File: src/core/dlcd_pkg.sv
// Purpose: Constants for the drive link command decoder
// Assumes: Requests arrive already deframed and checked
// Notes: Codes and limits shared by design and bench
package dlcd_pkg;
  // Instruction codes
  localparam logic [7:0] CodeSetFreqRam = 8'h6D;
  localparam logic [7:0] CodeSetFreqRom = 8'h6E;
  localparam logic [7:0] CodeOutFreq = 8'h6F;
  localparam logic [7:0] CodeOutCurr = 8'h70;
  localparam logic [7:0] CodeOutVolt = 8'h71;
  localparam logic [7:0] CodeSpecMon = 8'h72;
  localparam logic [7:0] CodeMonSelRd = 8'h73;
  localparam logic [7:0] CodeAlarm0 = 8'h74;
  localparam logic [7:0] CodeAlarm3 = 8'h77;
  localparam logic [7:0] CodeStatusExt = 8'h79;
  localparam logic [7:0] CodeStatus = 8'h7A;
  localparam logic [7:0] CodeModeRd = 8'h7B;
  localparam logic [7:0] CodeFreqWr = 8'hED;
  localparam logic [7:0] CodeMonSelWr = 8'hF3;
  localparam logic [7:0] CodeAlarmClr = 8'hF4;
  localparam logic [7:0] CodeRunExt = 8'hF9;
  localparam logic [7:0] CodeRun = 8'hFA;
  localparam logic [7:0] CodeModeWr = 8'hFB;
  localparam logic [7:0] CodeReset = 8'hFD;
  // Data keys and limits
  localparam logic [15:0] KeyNow = 16'h9696;
  localparam logic [15:0] KeyAck = 16'h9966;
  localparam logic [15:0] FreqMax = 16'h9C40;
  localparam logic [15:0] SpeedMax = 16'h270E;
  localparam logic [15:0] ModeMax = 16'h0002;
  localparam logic [7:0] MonSelMin = 8'h01;
  localparam logic [7:0] MonSelMax = 8'h3C;
  localparam logic [7:0] MonSelRst = 8'h01;
  localparam logic [15:0] ModeRst = 16'h0001;
  // Answer codes
  localparam logic [3:0] ErrMode = 4'hA;
  localparam logic [3:0] ErrCode = 4'hB;
  localparam logic [3:0] ErrRange = 4'hC;
  // Check interval in 0.1 s units; 9999 disables supervision
  localparam logic [15:0] ChkOff = 16'd9999;
  localparam logic [15:0] ChkMax = 16'd9998;
  localparam int ClkHz = 125000000;
  localparam int TickMs = 100;
  localparam int TickCycles = ClkHz / 1000 * TickMs;
  localparam int AlarmDepth = 8;
  typedef enum logic [1:0] {DLCD_IDLE, DLCD_ANS, DLCD_RST} dlcd_state_t;
endpackage

File: src/core/drive_link_command_decoder.sv
// Purpose: Decode host link requests for the drive and supervise the link
// Assumes: One deframed request at a time, data checked by the framer
// Notes: One clock, synchronous reset; the rules follow
// Overview of operation
// - Answers only host requests, once per request except HFD with H9696
// - Supervision timeout raises the link alarm of the last request's port and stops output
// - External reset input coasts the drive regardless of link state
// - Supervision off means no timeout and the last command stays
// - Mode read H7B, write HFB; 0 network, 1 external, 2 panel
// - H6F returns output frequency, or speed when speed display set; the code always answers outFreq and ignores speedSel
// - H70 returns output current; unit depends on model capacity
// - H71 returns output voltage in 0.1 V steps
// - H72 returns the monitor item chosen by selection number
// - Selection read H73, write HF3, valid H01 to H3C
// - H74..H77 give two alarms each, older high byte, newest H74 low
// - Run command written by HF9 extended and HFA short form
// - Status read by H79 extended and H7A short form
// - Set frequency read from RAM H6D, EEPROM H6E
// - HED writes RAM, accepts up to H9C40, else refused
// - With speed display, writes accept up to H270E
// - HFD with H9696 resets at once, no answer
// - HFD with H9966 answers ACK first, then resets
// - HF4 with H9696 clears whole alarm history
// - Supervision active only for 0.1 s to 999.8 s
// - Unknown code refused with error HB, no alarm
`timescale 1ns/1ps
`default_nettype none
module drive_link_command_decoder
  import dlcd_pkg::*;
#(
  parameter int TICK_CYCLES = TickCycles
) (
  // Clock and reset
  input wire logic sys_clk,
  input wire logic rst,
  // Request from link framer
  input wire logic reqValid,
  output logic reqReady,
  input wire logic [7:0] reqCode,
  input wire logic [15:0] reqData,
  input wire logic panelPort,
  // Answer to link framer
  output logic ansValid,
  output logic [15:0] ansData,
  output logic ansErr,
  output logic [3:0] ansErrCode,
  // Drive side
  input wire logic external_reset_input,
  input wire logic speedSel,
  input wire logic [15:0] chkInterval,
  input wire logic [15:0] outFreq,
  input wire logic [15:0] outCurr,
  input wire logic [15:0] outVolt,
  input wire logic [15:0] monData,
  input wire logic [15:0] driveStatus,
  input wire logic [15:0] romFreq,
  input wire logic driveRunning,
  input wire logic alarmPush,
  input wire logic [7:0] alarmCode,
  output logic [7:0] monSel,
  output logic [15:0] runCmd,
  output logic [15:0] setFreq,
  output logic [1:0] opMode,
  output logic outputStop,
  output logic panel_port_link_alarm,
  output logic terminal_link_alarm,
  output logic driveReset
);
  typedef struct packed {
    dlcd_state_t st;
    logic [15:0] ans;
    logic err;
    logic [3:0] errCode;
    logic [15:0] mode;
    logic [7:0] sel;
    logic [15:0] run;
    logic [15:0] freq;
    logic [AlarmDepth*8-1:0] hist;
    logic started;
    logic port;
    logic [31:0] tick;
    logic [15:0] elapsed;
    logic panelAlm;
    logic termAlm;
    logic rstOut;
  } dlcd_regs_t;

  dlcd_regs_t stateReg;
  dlcd_regs_t stateNext;
  logic supOn;
  logic [15:0] freqLimit;
  logic pendAck;
  logic reqTake;

  // Supervision window and range limit
  assign supOn = (chkInterval != 16'h0000) && (chkInterval <= ChkMax);
  assign freqLimit = speedSel ? SpeedMax : FreqMax;

  // Only idle takes a request; finishing takes one cycle
  assign reqReady = (stateReg.st == DLCD_IDLE);
  assign ansValid = (stateReg.st == DLCD_ANS);
  assign reqTake = reqValid && reqReady; // Request taken at this edge
  assign ansData = stateReg.ans;
  assign ansErr = stateReg.err;
  assign ansErrCode = stateReg.errCode;
  assign monSel = stateReg.sel;
  assign runCmd = stateReg.run;
  assign setFreq = stateReg.freq;
  assign opMode = stateReg.mode[1:0];
  assign panel_port_link_alarm = stateReg.panelAlm;
  assign terminal_link_alarm = stateReg.termAlm;
  assign driveReset = stateReg.rstOut;
  // Coast on reset pin works without any link traffic
  assign outputStop = stateReg.panelAlm | stateReg.termAlm | external_reset_input;

  // Next-state logic
  always_comb begin
    stateNext = stateReg;
    stateNext.rstOut = 1'b0;
    case (stateReg.st)
      DLCD_IDLE: begin
        if (reqValid) begin
          stateNext.st = DLCD_ANS;
          stateNext.ans = 16'h0000;
          stateNext.err = 1'b0;
          stateNext.errCode = 4'h0;
          stateNext.started = 1'b1;
          stateNext.port = panelPort;
          stateNext.elapsed = 16'h0000;
          stateNext.tick = 32'h0000_0000;
          case (reqCode)
            CodeModeRd: stateNext.ans = stateReg.mode;
            CodeModeWr: begin
              if (reqData > ModeMax) begin
                stateNext.err = 1'b1;
                stateNext.errCode = ErrRange;
              end else if (driveRunning) begin
                stateNext.err = 1'b1;
                stateNext.errCode = ErrMode;
              end else begin
                stateNext.mode = reqData;
              end
            end
            CodeOutFreq: stateNext.ans = outFreq;
            CodeOutCurr: stateNext.ans = outCurr;
            CodeOutVolt: stateNext.ans = outVolt;
            CodeSpecMon: stateNext.ans = monData;
            CodeMonSelRd: stateNext.ans = {8'h00, stateReg.sel};
            CodeMonSelWr: begin
              if (reqData[15:8] != 8'h00 || reqData[7:0] < MonSelMin || reqData[7:0] > MonSelMax) begin
                stateNext.err = 1'b1;
                stateNext.errCode = ErrRange;
              end else begin
                stateNext.sel = reqData[7:0];
              end
            end
            CodeRunExt: stateNext.run = reqData;
            CodeRun: stateNext.run = {8'h00, reqData[7:0]};
            CodeStatusExt: stateNext.ans = driveStatus;
            CodeStatus: stateNext.ans = {8'h00, driveStatus[7:0]};
            CodeSetFreqRam: stateNext.ans = stateReg.freq;
            CodeSetFreqRom: stateNext.ans = romFreq;
            CodeFreqWr: begin
              if (reqData > freqLimit) begin
                stateNext.err = 1'b1;
                stateNext.errCode = ErrRange;
              end else begin
                stateNext.freq = reqData;
              end
            end
            CodeAlarmClr: begin
              if (reqData == KeyNow) begin
                stateNext.hist = '0;
              end else begin
                stateNext.err = 1'b1;
                stateNext.errCode = ErrRange;
              end
            end
            CodeReset: begin
              if (reqData == KeyNow) begin
                stateNext.st = DLCD_RST;
              end else if (reqData != KeyAck) begin
                stateNext.err = 1'b1;
                stateNext.errCode = ErrRange;
              end
            end
            default: begin
              if (reqCode >= CodeAlarm0 && reqCode <= CodeAlarm3) begin
                stateNext.ans = 16'(stateReg.hist >> (16 * (reqCode - CodeAlarm0)));
              end else begin
                stateNext.err = 1'b1;
                stateNext.errCode = ErrCode;
              end
            end
          endcase
        end
      end
      DLCD_ANS: begin
        // Answer stands one cycle; an acked reset follows below
        stateNext.st = DLCD_IDLE;
      end
      DLCD_RST: begin
        stateNext.st = DLCD_IDLE;
        stateNext.rstOut = 1'b1;
      end
      default: stateNext.st = DLCD_IDLE;
    endcase
    // Ack-then-reset: pulse reset right after the answer cycle
    if (stateReg.st == DLCD_ANS && stateReg.rstOut == 1'b0 && pendAck) begin
      stateNext.rstOut = 1'b1;
    end
    // History shift on new alarm, newest in the low byte
    if (alarmPush) begin
      stateNext.hist = {stateNext.hist[AlarmDepth*8-9:0], alarmCode};
    end
    // External reset clears the link alarms and coasts
    if (external_reset_input) begin
      stateNext.panelAlm = 1'b0;
      stateNext.termAlm = 1'b0;
      stateNext.run = 16'h0000;
      stateNext.started = 1'b0;
    end
    // Timeout set in the same cycle wins over the clear, so no alarm is lost
    // Supervision counter in 0.1 s ticks after first traffic
    if (supOn && stateReg.started && !reqValid) begin
      if (stateReg.tick >= 32'(TICK_CYCLES - 1)) begin
        stateNext.tick = 32'h0000_0000;
        stateNext.elapsed = stateReg.elapsed + 16'h0001;
      end else begin
        stateNext.tick = stateReg.tick + 32'h0000_0001;
      end
      if (stateReg.elapsed >= chkInterval) begin
        if (stateReg.port) begin
          stateNext.panelAlm = 1'b1;
        end else begin
          stateNext.termAlm = 1'b1;
        end
      end
    end
  end

  // Remembers an acknowledged reset request
  logic pendAckReg;
  assign pendAck = pendAckReg;
  always_ff @(posedge sys_clk) begin
    if (rst) begin
      pendAckReg <= 1'b0;
    end else if (stateReg.st == DLCD_IDLE && reqValid) begin
      pendAckReg <= (reqCode == CodeReset) && (reqData == KeyAck);
    end else if (stateReg.st == DLCD_ANS) begin
      pendAckReg <= 1'b0;
    end
  end

  // State register
  always_ff @(posedge sys_clk) begin
    if (rst) begin
      stateReg <= '0;
      stateReg.st <= DLCD_IDLE;
      stateReg.mode <= ModeRst;
      stateReg.sel <= MonSelRst;
    end else begin
      stateReg <= stateNext;
    end
  end

  // One answer per request except HFD with H9696, one cycle after it is taken
  AST_ONE_ANSWER: assert property (@(posedge sys_clk) disable iff (rst)
    (reqValid && reqReady && !(reqCode == CodeReset && reqData == KeyNow)) |=> ansValid ##1 !ansValid)
    else $error("request not answered once");
  AST_NO_SPONTANEOUS: assert property (@(posedge sys_clk) disable iff (rst)
    ansValid |-> $past(reqValid && reqReady))
    else $error("answer without request");
  AST_RESET_NOW: assert property (@(posedge sys_clk) disable iff (rst)
    (reqValid && reqReady && reqCode == CodeReset && reqData == KeyNow) |=> !ansValid ##1 driveReset)
    else $error("immediate reset wrong");
  AST_ACK_RESET: assert property (@(posedge sys_clk) disable iff (rst)
    (reqValid && reqReady && reqCode == CodeReset && reqData == KeyAck) |=> (ansValid && !ansErr) ##1 driveReset)
    else $error("ack reset wrong");
  AST_BAD_CODE: assert property (@(posedge sys_clk) disable iff (rst)
    (reqValid && reqReady && reqCode == 8'h00) |=> ansErr && ansErrCode == ErrCode && !$rose(outputStop))
    else $error("unknown code not refused");
  AST_FREQ_RANGE: assert property (@(posedge sys_clk) disable iff (rst)
    (reqValid && reqReady && reqCode == CodeFreqWr && !speedSel && reqData > FreqMax) |=> ansErr && $stable(setFreq))
    else $error("out of range frequency taken");
  AST_CLEAR_HIST: assert property (@(posedge sys_clk) disable iff (rst)
    (reqValid && reqReady && reqCode == CodeAlarmClr && reqData == KeyNow && !alarmPush) |=> stateReg.hist == '0)
    else $error("history not cleared");
  AST_NO_SUPERVISION: assert property (@(posedge sys_clk) disable iff (rst)
    (chkInterval == ChkOff && !panel_port_link_alarm && !terminal_link_alarm) |=> !panel_port_link_alarm && !terminal_link_alarm)
    else $error("alarm with supervision off");
  AST_COAST: assert property (@(posedge sys_clk) disable iff (rst)
    external_reset_input |-> outputStop)
    else $error("no coast on reset input");
  AST_BUSY: assert property (@(posedge sys_clk) disable iff (rst)
    (reqValid && reqReady) |=> !reqReady)
    else $error("request taken while busy");
  // Read answers carry the drive value seen at the take edge
  AST_READ_FREQ: assert property (@(posedge sys_clk) disable iff (rst)
    (reqTake && reqCode == CodeOutFreq) |=> ansValid && !ansErr && ansData == $past(outFreq))
    else $error("output frequency answer wrong");
  AST_READ_CURR: assert property (@(posedge sys_clk) disable iff (rst)
    (reqTake && reqCode == CodeOutCurr) |=> ansValid && !ansErr && ansData == $past(outCurr))
    else $error("output current answer wrong");
  AST_READ_VOLT: assert property (@(posedge sys_clk) disable iff (rst)
    (reqTake && reqCode == CodeOutVolt) |=> ansValid && !ansErr && ansData == $past(outVolt))
    else $error("output voltage answer wrong");
  AST_READ_MON: assert property (@(posedge sys_clk) disable iff (rst)
    (reqTake && reqCode == CodeSpecMon) |=> ansValid && !ansErr && ansData == $past(monData))
    else $error("special monitor answer wrong");
  AST_STATUS_SHORT: assert property (@(posedge sys_clk) disable iff (rst)
    (reqTake && reqCode == CodeStatus) |=> ansValid && ansData == ($past(driveStatus) & 16'h00FF))
    else $error("short status answer wrong");
  AST_READ_ROM: assert property (@(posedge sys_clk) disable iff (rst)
    (reqTake && reqCode == CodeSetFreqRom) |=> ansValid && ansData == $past(romFreq))
    else $error("stored frequency answer wrong");
  AST_READ_MODE: assert property (@(posedge sys_clk) disable iff (rst)
    (reqTake && reqCode == CodeModeRd) |=> ansValid && ansData == 16'($past(opMode)))
    else $error("mode answer wrong");
  // Accepted writes land, refused ones leave the output alone
  AST_MODE_WRITE: assert property (@(posedge sys_clk) disable iff (rst)
    (reqTake && reqCode == CodeModeWr && reqData <= ModeMax && !driveRunning) |=> 16'(opMode) == $past(reqData))
    else $error("mode write lost");
  AST_SEL_RANGE: assert property (@(posedge sys_clk) disable iff (rst)
    (reqTake && reqCode == CodeMonSelWr && reqData > {8'h00, MonSelMax}) |=> ansErr && $stable(monSel))
    else $error("selection out of range taken");
  AST_RUN_WRITE: assert property (@(posedge sys_clk) disable iff (rst)
    (reqTake && reqCode == CodeRunExt && !external_reset_input) |=> runCmd == $past(reqData))
    else $error("run command write lost");
  AST_SPEED_RANGE: assert property (@(posedge sys_clk) disable iff (rst)
    (reqTake && reqCode == CodeFreqWr && speedSel && reqData > SpeedMax) |=> ansErr && $stable(setFreq))
    else $error("out of range speed taken");
  AST_ALARM_PUSH: assert property (@(posedge sys_clk) disable iff (rst)
    alarmPush |=> stateReg.hist[7:0] == $past(alarmCode))
    else $error("new alarm not in low byte");
  // Supervision timeout and reset pulse placement
  AST_TIMEOUT: assert property (@(posedge sys_clk) disable iff (rst)
    (supOn && stateReg.started && !reqValid && stateReg.elapsed >= chkInterval) |=> outputStop)
    else $error("timeout did not stop output");
  AST_RESET_ALONE: assert property (@(posedge sys_clk) disable iff (rst)
    driveReset |-> !ansValid)
    else $error("reset pulse overlaps an answer");
endmodule
`default_nettype wire

File: config.mk
export PLATFORM = sky130hd
export DESIGN_NAME = drive_link_command_decoder
export DESIGN_NICKNAME = d
export VERILOG_FILES = /design/src/core/dlcd_pkg.sv /design/src/core/drive_link_command_decoder.sv
export SDC_FILE = /design/constraint.sdc
export NUM_CORES = 1
export LEC_CHECK = 0
export ABC_AREA = 0
export ABC_CLOCK_PERIOD_IN_PS = 6950
export BUFFER_PORTS_ARGS = -buffer_cell sky130_fd_sc_hd__clkbuf_2
export CORE_ASPECT_RATIO = 0.8
export CORE_MARGIN = 5
export CORE_UTILIZATION = 32
export DETAILED_ROUTE_END_ITERATION = 8
export HOLD_SLACK_MARGIN = 0.06
export PLACE_DENSITY = 0.58
export SYNTH_ARGS = -nofsm -noshare
export SYNTH_HDL_FRONTEND = slang
export SYNTH_SLANG_ARGS = --single-unit
export TNS_END_PERCENT = 50
File: constraint.sdc
create_clock -name sys_clk -period 6.95 [get_ports sys_clk]
set_input_delay 0.3475 -clock sys_clk [delete_from_list [all_inputs] [get_ports sys_clk]]
set_output_delay 0.3475 -clock sys_clk [all_outputs]
set_load 0.01 [all_outputs]
==> results of run 1 <==
==> registers in the layout, summed over array words and instances, names as in the netlist, 2 cells and up <==
register	cells
stateReg	130
opMode	2
ansData	16
runCmd	16
monSel	8
ansErrCode	3
setFreq	16
==> placed cells by master, fill, tap and decap left out, types with 10 or more instances in the layout <==
cell	synthesis	layout
sky130_fd_sc_hd__nor4_1	13	13
sky130_fd_sc_hd__clkbuf_2	0	217
sky130_fd_sc_hd__nand2_1	82	82
sky130_fd_sc_hd__a22oi_1	37	37
sky130_fd_sc_hd__clkbuf_16	0	17
sky130_fd_sc_hd__a22o_1	10	10
sky130_fd_sc_hd__nor3_1	17	17
sky130_fd_sc_hd__inv_1	29	29
sky130_fd_sc_hd__nor2_1	140	139
sky130_fd_sc_hd__dfxtp_1	196	196
sky130_fd_sc_hd__a31oi_1	25	25
sky130_fd_sc_hd__and3_1	13	13
sky130_fd_sc_hd__ha_1	33	33
sky130_fd_sc_hd__nand3b_1	13	13
sky130_fd_sc_hd__nand3_1	56	56
sky130_fd_sc_hd__mux2i_1	101	101
sky130_fd_sc_hd__and2_1	27	27
sky130_fd_sc_hd__mux4_2	20	20
sky130_fd_sc_hd__buf_4	66	12
sky130_fd_sc_hd__mux2_2	20	20
sky130_fd_sc_hd__a21oi_1	54	54
sky130_fd_sc_hd__a21o_1	12	12
sky130_fd_sc_hd__o21ai_0	48	48
sky130_fd_sc_hd__nand4_1	19	19
==> stage by stage <==
step	worst slack [ns]	hold slack, ns	area (um^2)
after floorplan	4.60	0.424	10900
after detailed placement	3.74	0.438	11900
final	4.05	0.163	12500
after global placement	3.79	0.438	11900
after global routing	3.79	0.154	12500
after CTS	4.03	0.136	12500
==> how the worst max path moves through the flow <==
stage,endpoint,slack (ns),cells after the start,from
4_1_cts,stateReg[13]$_SDFF_PP0_,4.03,7,stateReg[19]$_SDFFE_PP0P_
2_1_floorplan,stateReg[14]$_SDFF_PP0_,4.60,8,stateReg[19]$_SDFFE_PP0P_
3_3_place_gp,runCmd[1]$_SDFFE_PP0P_,3.79,7,reqCode[0]
6_report,stateReg[15]$_SDFF_PP0_,4.05,7,stateReg[19]$_SDFFE_PP0P_
5_1_grt,stateReg[13]$_SDFF_PP0_,3.79,7,stateReg[19]$_SDFFE_PP0P_
3_5_place_dp,runCmd[11]$_SDFFE_PP0P_,3.74,7,reqCode[0]
==> routing by layer <==
metal	up-vias	GRT usage, %
met3	45	3.77
met4	2	4.45
met5	-	0
li1	4719	-
met2	408	27.5
met1	4766	26.6
==> logic make-up after synthesis <==
logic type      after synthesis  share of synthesized area [%]
simple gates                433                           20.0
buf+inv                     169                           8.27
mux                         141                           15.4
fa+ha+maj                    34                           3.86
flops                       196                           35.8
compound gates              259                           16.0
xor+xnor                      8                          0.640
==> critical path, stage by stage (launching register included) <==
cell                        delay (ns)
sky130_fd_sc_hd__dfxtp_1          0.38
sky130_fd_sc_hd__ha_1             0.22
sky130_fd_sc_hd__nand4_1          0.19
sky130_fd_sc_hd__a311o_1          0.35
sky130_fd_sc_hd__a2111oi_4        0.46
sky130_fd_sc_hd__o211ai_2         0.34
sky130_fd_sc_hd__and2_1           0.45
sky130_fd_sc_hd__a221o_1          0.40
==> area by class of cell <==
type / instances / area, um^2 / share of cell area (%)
repair buffers: 230 / 1180 / 9.48
multi-input cells: 875 / 6120 / 49.1
inverters: 29 / 109 / 0.873
clock inverters: 11 / 111 / 0.893
flip-flops and latches: 196 / 3920 / 31.5
well taps: 434 / 543 / 4.36
clock buffers: 21 / 470 / 3.77
==> power groups by stage <==
| stage | combinational [mW] | sequential [mW] | clock (mW) |
|---|---|---|---|
| 2_1_floorplan | 0.164 | 1.17 | 0 |
| 3_3_place_gp | 0.266 | 1.17 | 0 |
| 3_5_place_dp | 0.269 | 1.17 | 0 |
| 4_1_cts | 0.269 | 1.14 | 1.01 |
| 5_1_grt | 0.295 | 1.15 | 1.06 |
| 6_report | 0.272 | 1.14 | 0.998 |
==> results by stage, run 1 <==
Clock tree:
- TritonCTS built the clock tree.
- The number of H-tree levels is 4.
- The clock transition at the register clock pins on the worst setup and hold paths after CTS is 0.07 ns.
- The count of hold-fix buffers inserted at cts is 0.
- Clock tree synthesis selected as its root buffer the cell sky130_fd_sc_hd__clkbuf_16.
- Clock tree synthesis inserted a total of 17 buffers.
- The clock latency on the worst-skew pair is 0.44 ns.
- The clock drives 196 sinks.
- The number of buffers on the longest clock path is 2.
- Post-CTS repair changed the size of 0 cells.
- The number of setup buffers added after CTS is 0.

GRT:
- The number of global-route vias before repair was 9241.
- The remaining global-route overflow is 0.
- The global-route total usage across every layer is 18.2%.
- Entering global routing, the biggest net connects 66 pins.
- The first global-routing pass estimated 54.9 mm of wire.
- The number of antenna violations at the first check in global routing came to 1.

Route:
- The met1 wire length is 16.6 mm.
- The first detailed-routing pass ran for 5 iterations.
- Summed over all nets, wire length on met3 after detailed routing comes to 2.71 mm.
- Across all layers, the routed design uses 9940 vias.
- Once detail routing completed, the nets flagged for antenna violations numbered 0.
- In this run the top signal layer used is met5.
- The length of routed met2 wiring is 15.8 mm.
- The number of design-rule violations left by the first detailed-router iteration is 1126.
- The wire length after detailed routing is 35.7 mm.
- Dividing the detail-routed wire length by the instance count gives 19.9 um.
- The mean number of vias per cell is 5.53.
- The DRC violations left is 0.

Worst setup path:
- STA classifies the critical path endpoint as a register.
- In this run the worst path has a maximum fanout of 16.
- The worst register-to-register path begins at stateReg[19]$_SDFFE_PP0P_.
- The end of the worst register-to-register path is stateReg[15]$_SDFF_PP0_.
- Data on the critical path is required at its endpoint by 7.28 ns.
- The setup check on the worst reg-to-reg path leaves a slack of 4.05 ns.
- The worst setup path is of the register to register kind.
- STA classifies the critical path startpoint as a register.
- The endpoint arrival time on the critical path is 3.23 ns.
- For the worst flop-to-flop path, the logic depth is 7.

Timing:
- The final-layout setup total negative slack is 0 ns.
- The worst pin sits at a relative slew slack of 11.5%.
- The hold violation total from the final report is 0.
- The slew at the pin with the worst max-slew slack is 1.33 ns.
- Setup repair after global routing left no endpoint under its margin.
- Setup violations remaining at the end of the flow were counted as 0.
- The achievable frequency is 345 MHz.
- Clock skew on the completed layout was measured at 0.00874 ns.
- The number of max-slew violations in the final report is 0.
- After layout, the worst path uses 41.8% of the clock period.
- The routed design could run at a clock period as short as 2.90 ns.

Place:
- The HPWL after detailed placement is 26.8 mm.
- Once placement completed, the tool counted placed cells totaling 1764.
- The final weighted congestion of routability-driven global placement is 0.885.
- In this run the tool buffered the top-level ports with 220 buffer cells.

Synth:
- Synthesis instantiated 73 different standard cells from the library.
- Counting every instance in the synthesized netlist gives 1240.
- In the synthesized netlist the dominant register cell turns out to be sky130_fd_sc_hd__dfxtp_1.
- The average cell area after synthesis is 8.83 um^2.
- The synthesized design contains 196 register bits.
- In the post-synthesis netlist, the biggest area contributors are sky130_fd_sc_hd__dfxtp_1, sky130_fd_sc_hd__mux2i_1, sky130_fd_sc_hd__nor2_1.
- The top-area cell type share of the netlist area is 35.8%.
- The share of synthesized flip-flops with an asynchronous set or reset is 0%.
- The area of the mapped netlist is 0.0109 mm^2.
- The sequential cell area fraction in the yosys report is 35.8%.
- Among all cell types in the netlist, the one instantiated most often is sky130_fd_sc_hd__dfxtp_1.
- By count the netlist is led by sky130_fd_sc_hd__dfxtp_1, sky130_fd_sc_hd__nor2_1, sky130_fd_sc_hd__mux2i_1, sky130_fd_sc_hd__nand2_1, sky130_fd_sc_hd__buf_4.
- The count of warnings emitted by yosys is 0.
- The biggest area contributor in the post-synthesis netlist is sky130_fd_sc_hd__dfxtp_1.
- Counting flops with a built-in enable in the synthesized netlist gives 0.
- When the netlist entered floorplanning its net count stood at 1425.

Layout:
- The layout has 3446 filler cells.
- The fraction of layout cells with a size suffix above 1 is 23.6%.
- The area growth from synthesis to layout is 13.8%.
- Cells fill 37.0% of the core in the end.
- The number of inserted diodes is 0.
- The number of nets at the end of the flow is 1534.
- The final standard cell count with taps included and fillers excluded is 1796.

Die:
- The standard-cell row count is 60.
- The vertical die dimension is 175 um.
- The top-level I/O count is 221.
- The area of the placeable core is 0.0337 mm^2.
- The initial cell density of the core is 32.5%.
- The floorplan step set the die width to 217 um.
- The die covers 0.0380 mm^2.

Power:
- The relative contribution of sequential cells to total power is 47.4%.
- The internal power of the cells totals 1.77 mW.
- The total power per unit cell area is 194 mW/mm^2.
- Net switching is 26.7% of the power.
- The part of the power in combinational logic is 11.3%.
- The part of the total power dissipated in the clock network is 41.3%.
- For this design the static power due to leakage is 5.17 nW.
- In this run the power spent charging and discharging nets is 0.646 mW.
- After layout, the design draws a total of 2.41 mW.
- The peak supply drop is 120 uV.

Hold path:
- The terminating pin of the worst hold path is stateReg[54]$_SDFF_PP0_.
- The start point of the worst min-delay path is alarmCode[1].
- The cell count of the worst hold path is 3.
- The path class of the tightest hold or removal check is primary input to register.

Flow run:
- The tool flagged a number of max-cap violations equal to 0.

Run status:
- The flow ran to the end, and the final reports show no timing, DRC or antenna violations.
Power figures use the tool's default switching activity.
==> inputs of run 2 (changes only) <==
--- a/config.mk
+++ b/config.mk
@@ -6,7 +6,7 @@
 export NUM_CORES = 1
 export LEC_CHECK = 0
 export ABC_AREA = 0
-export ABC_CLOCK_PERIOD_IN_PS = 6950
+export ABC_CLOCK_PERIOD_IN_PS = 2900
 export BUFFER_PORTS_ARGS = -buffer_cell sky130_fd_sc_hd__clkbuf_2
 export CORE_ASPECT_RATIO = 0.8
 export CORE_MARGIN = 5
==> constraint.sdc (replaced) <==
create_clock -name sys_clk -period 2.9 [get_ports sys_clk]
set_input_delay 0.145 -clock sys_clk [delete_from_list [all_inputs] [get_ports sys_clk]]
set_output_delay 0.145 -clock sys_clk [all_outputs]
set_load 0.01 [all_outputs]
==> results by stage, run 2 (synthesis gave the netlist of run 1 again) <==
GRT:
- The wire length of the first global-routing pass was 55.2 mm (+0.57%).
- The maximum number of pins on one net before global-route repair was 57 (-14%).
- The number of global-route vias before repair came to 9392 (+1.6%).
- The global-route total usage across every layer came to 18.3% (+0.060 points).
- The number of antenna violations at the first check in global routing is 0 (-1).
- The remaining global-route overflow is 0 (unchanged).

Place:
- The setup slack at placement is 0.276 ns (-3.46 ns).
- The number of buffers added on ports is 220 (unchanged).
- The placed cell area is 0.0121 mm^2 (+1.5%).
- The cell total after placement is 1786 (+1.2%).
- The final weighted congestion of routability-driven global placement is 0.884 (about the same).
- The detailed placement HPWL is 27.4 mm (+2.0%).

Timing:
- The number of max-slew violations in the final report is 0 (unchanged).
- The slew at the pin with the worst max-slew slack is 1.20 ns (-0.127 ns).
- The worst setup skew after layout is 0.0161 ns (+0.00740 ns).
- The headroom to the max-slew limit is 20.0% (+8.5 points).
- Setup repair after global routing left no endpoint under its margin.
- The hold violation total from the final report is 0 (unchanged).
- The post-route worst setup slack is 0.250 ns (-3.80 ns).
- The final hold slack is 0.0897 ns (-0.0738 ns).
- The final count of negative-setup-slack endpoints is 0 (unchanged).
- The post-route clock period utilization is 91.4% (+50 points).
- The final-layout setup total negative slack came to 0 ns (unchanged).
- The clock period minus worst slack is 2.65 ns (-0.252 ns).
- The achievable frequency is 377 MHz (+9.5%).

Die:
- The area of the placeable core is 0.0337 mm^2 (unchanged).
- The area of the die was 0.0380 mm^2 (unchanged).
- The initial cell density of the core is 32.5% (unchanged).
- The width of the die is 217 um (unchanged).
- The standard-cell row count was 60 (unchanged).
- The vertical die dimension is 175 um (unchanged).
- The top-level I/O count was 221 (unchanged).

Route:
- The number of design-rule violations left by the first detailed-router iteration is 823 (-27%).
- The remaining antenna violation count is 0 (unchanged).
- The DRC violations left is 0 (unchanged).
- The average routed wire per standard cell is 19.6 um (-1.6%).
- The number of vias in the routed layout was 10000 (+0.68%).
- The mean number of vias per cell is 5.47 (-1.1%).
- The wire length after detailed routing is 35.8 mm (+0.23%).
- The number of optimization iterations in the first detailed-route pass is 5 (unchanged).

Worst setup path:
- The type of the worst setup path is register to register.
- The slowest stage of the critical path belongs to the cell sky130_fd_sc_hd__or4_1.
- STA classifies the critical path endpoint as a register.
- The worst setup path is launched from a register.
- Walking the worst path, the cells encountered are ha_1 -> nand4_1 -> a311o_1 -> a2111oi_4 -> o211ai_2 -> buf_4 -> or4_1 -> a21oi_1.
- The endpoint arrival time on the critical path is 3.03 ns (-0.20 ns).
- The highest net fanout along the worst path is 15 (-1).
- The largest stage delay on the critical path is 0.50 ns (+0.04 ns).
- The data required time at the worst endpoint is 3.28 ns (-4.00 ns).

Power:
- The total power per unit cell area is 461 mW/mm^2 (+140%).
- The power consumption is 5.88 mW (+140%).
- The peak supply drop was 304 uV (+150%).
- The leakage dissipation is 5.32 nW (+3.0%).

Layout:
- The number of inserted diodes is 0 (unchanged).
- The number of nets at the end of the flow is 1567 (+2.2%).
- More flip-flops sit in one register than any other, and that register is stateReg.
- The library cell used most frequently in the layout, excluding fill and tap cells, is sky130_fd_sc_hd__clkbuf_2.
- The area overhead of the layout relative to synthesis is 16.6%.
- The flip-flop count of the largest register, all copies and words added was 130 (unchanged).
- In the layout the commonest cells are sky130_fd_sc_hd__clkbuf_2, sky130_fd_sc_hd__dfxtp_1, sky130_fd_sc_hd__nor2_1.
- The fraction of layout cells with a size suffix above 1 was 24.7% (+1.1 points).
- The final non-filler cell area is 0.0128 mm^2 (+2.4%).
- The final standard cell count with taps included and fillers excluded is 1829 (+1.8%).
- The fraction of the core area covered by cells at the end of the flow came to 37.9% (+0.91 points).

Clock tree:
- The number of buffers on the longest clock path is 2 (unchanged).
- The number of buffers inserted during clock tree synthesis was 17 (unchanged).
- The tree is rooted in a sky130_fd_sc_hd__clkbuf_16.
- The clock latency on the worst-skew pair is 0.45 ns (about the same).
- The clock transition at the register clock pins on the worst setup and hold paths after CTS is 0.08 ns (about the same).
- The total number of clock tree sinks is 196 (unchanged).
- The TritonCTS clock tree is built.
- The number of H-tree levels was 4 (unchanged).
- The count of cells resized by post-cts repair is 0 (unchanged).

Run status:
- The flow ran to the end, and the final reports show no timing, DRC or antenna violations.

Hold path:
- The worst min-delay path class is primary input to register.

Flow run:
- The max-cap check violation count was 0 (unchanged).
-- run 2: cell types whose count changed in the layout (fill, tap and decap cells not counted), moves of 3 or more --
cell / change
sky130_fd_sc_hd__dlygate4sd3_1: +11
sky130_fd_sc_hd__clkinvlp_4: +3
sky130_fd_sc_hd__inv_6: -3
sky130_fd_sc_hd__buf_4: +21
-- run 2: cell type report --
cell class	count	area [um^2]
fill	3406	20900
multi-input combinational	875	6120
sequential	196	3920
timing repair buffer	263	1470
tap	434	543
clock buffer	19	453
clock inverter	13	146
inverter	29	109
-- run 2: per-layer routing --
metal  vias to the layer above  global-route usage [%]  part of all wire [%]
li1                       4773                       -                     -
met1                      4869                    26.0                    47
met3                        33                    4.12                   6.5
met4                         0                    3.58                   1.3
met5                         -                       0                     0
met2                       333                    28.7                    45
-- run 2: worst paths after layout --
kind,start,endpoint,slack [ns],cells after the start
setup / recovery,stateReg[19]$_SDFFE_PP0P_,stateReg[9]$_SDFF_PP0_,0.25,8
hold / removal,reqData[10],runCmd[10]$_SDFFE_PP0P_,0.09,3
setup reg to reg,stateReg[19]$_SDFFE_PP0P_,stateReg[9]$_SDFF_PP0_,0.25,8
hold reg to reg,ansErrCode[0]$_SDFFE_PP0P_,ansErrCode[0]$_SDFFE_PP0P_,0.46,2
-- run 2: where the power goes --
part           total [mW]  leakage [nW]  internal [mW]  switching, mW
Clock                2.46         0.284           1.33           1.13
Sequential           2.74          1.58           2.72         0.0254
Combinational       0.681          3.46          0.274          0.407
Total                5.88          5.32           4.32           1.56
-- run 2: critical path: cells and delay by family (launching register included) --
kind / cells / cell delay (ns)
AO/OA/AOI/OAI: 4 / 1.08
AND/OR/NAND/NOR: 2 / 0.68
flip-flops: 1 / 0.39
adder cells (fa/ha/maj): 1 / 0.21
buffers and inverters: 1 / 0.21
-- run 2: what timing repair did --
item | CTS | global route
hold buffers | 11 | 0
endpoints found under the hold margin | 16 | 0
setup buffers | 0 | 0
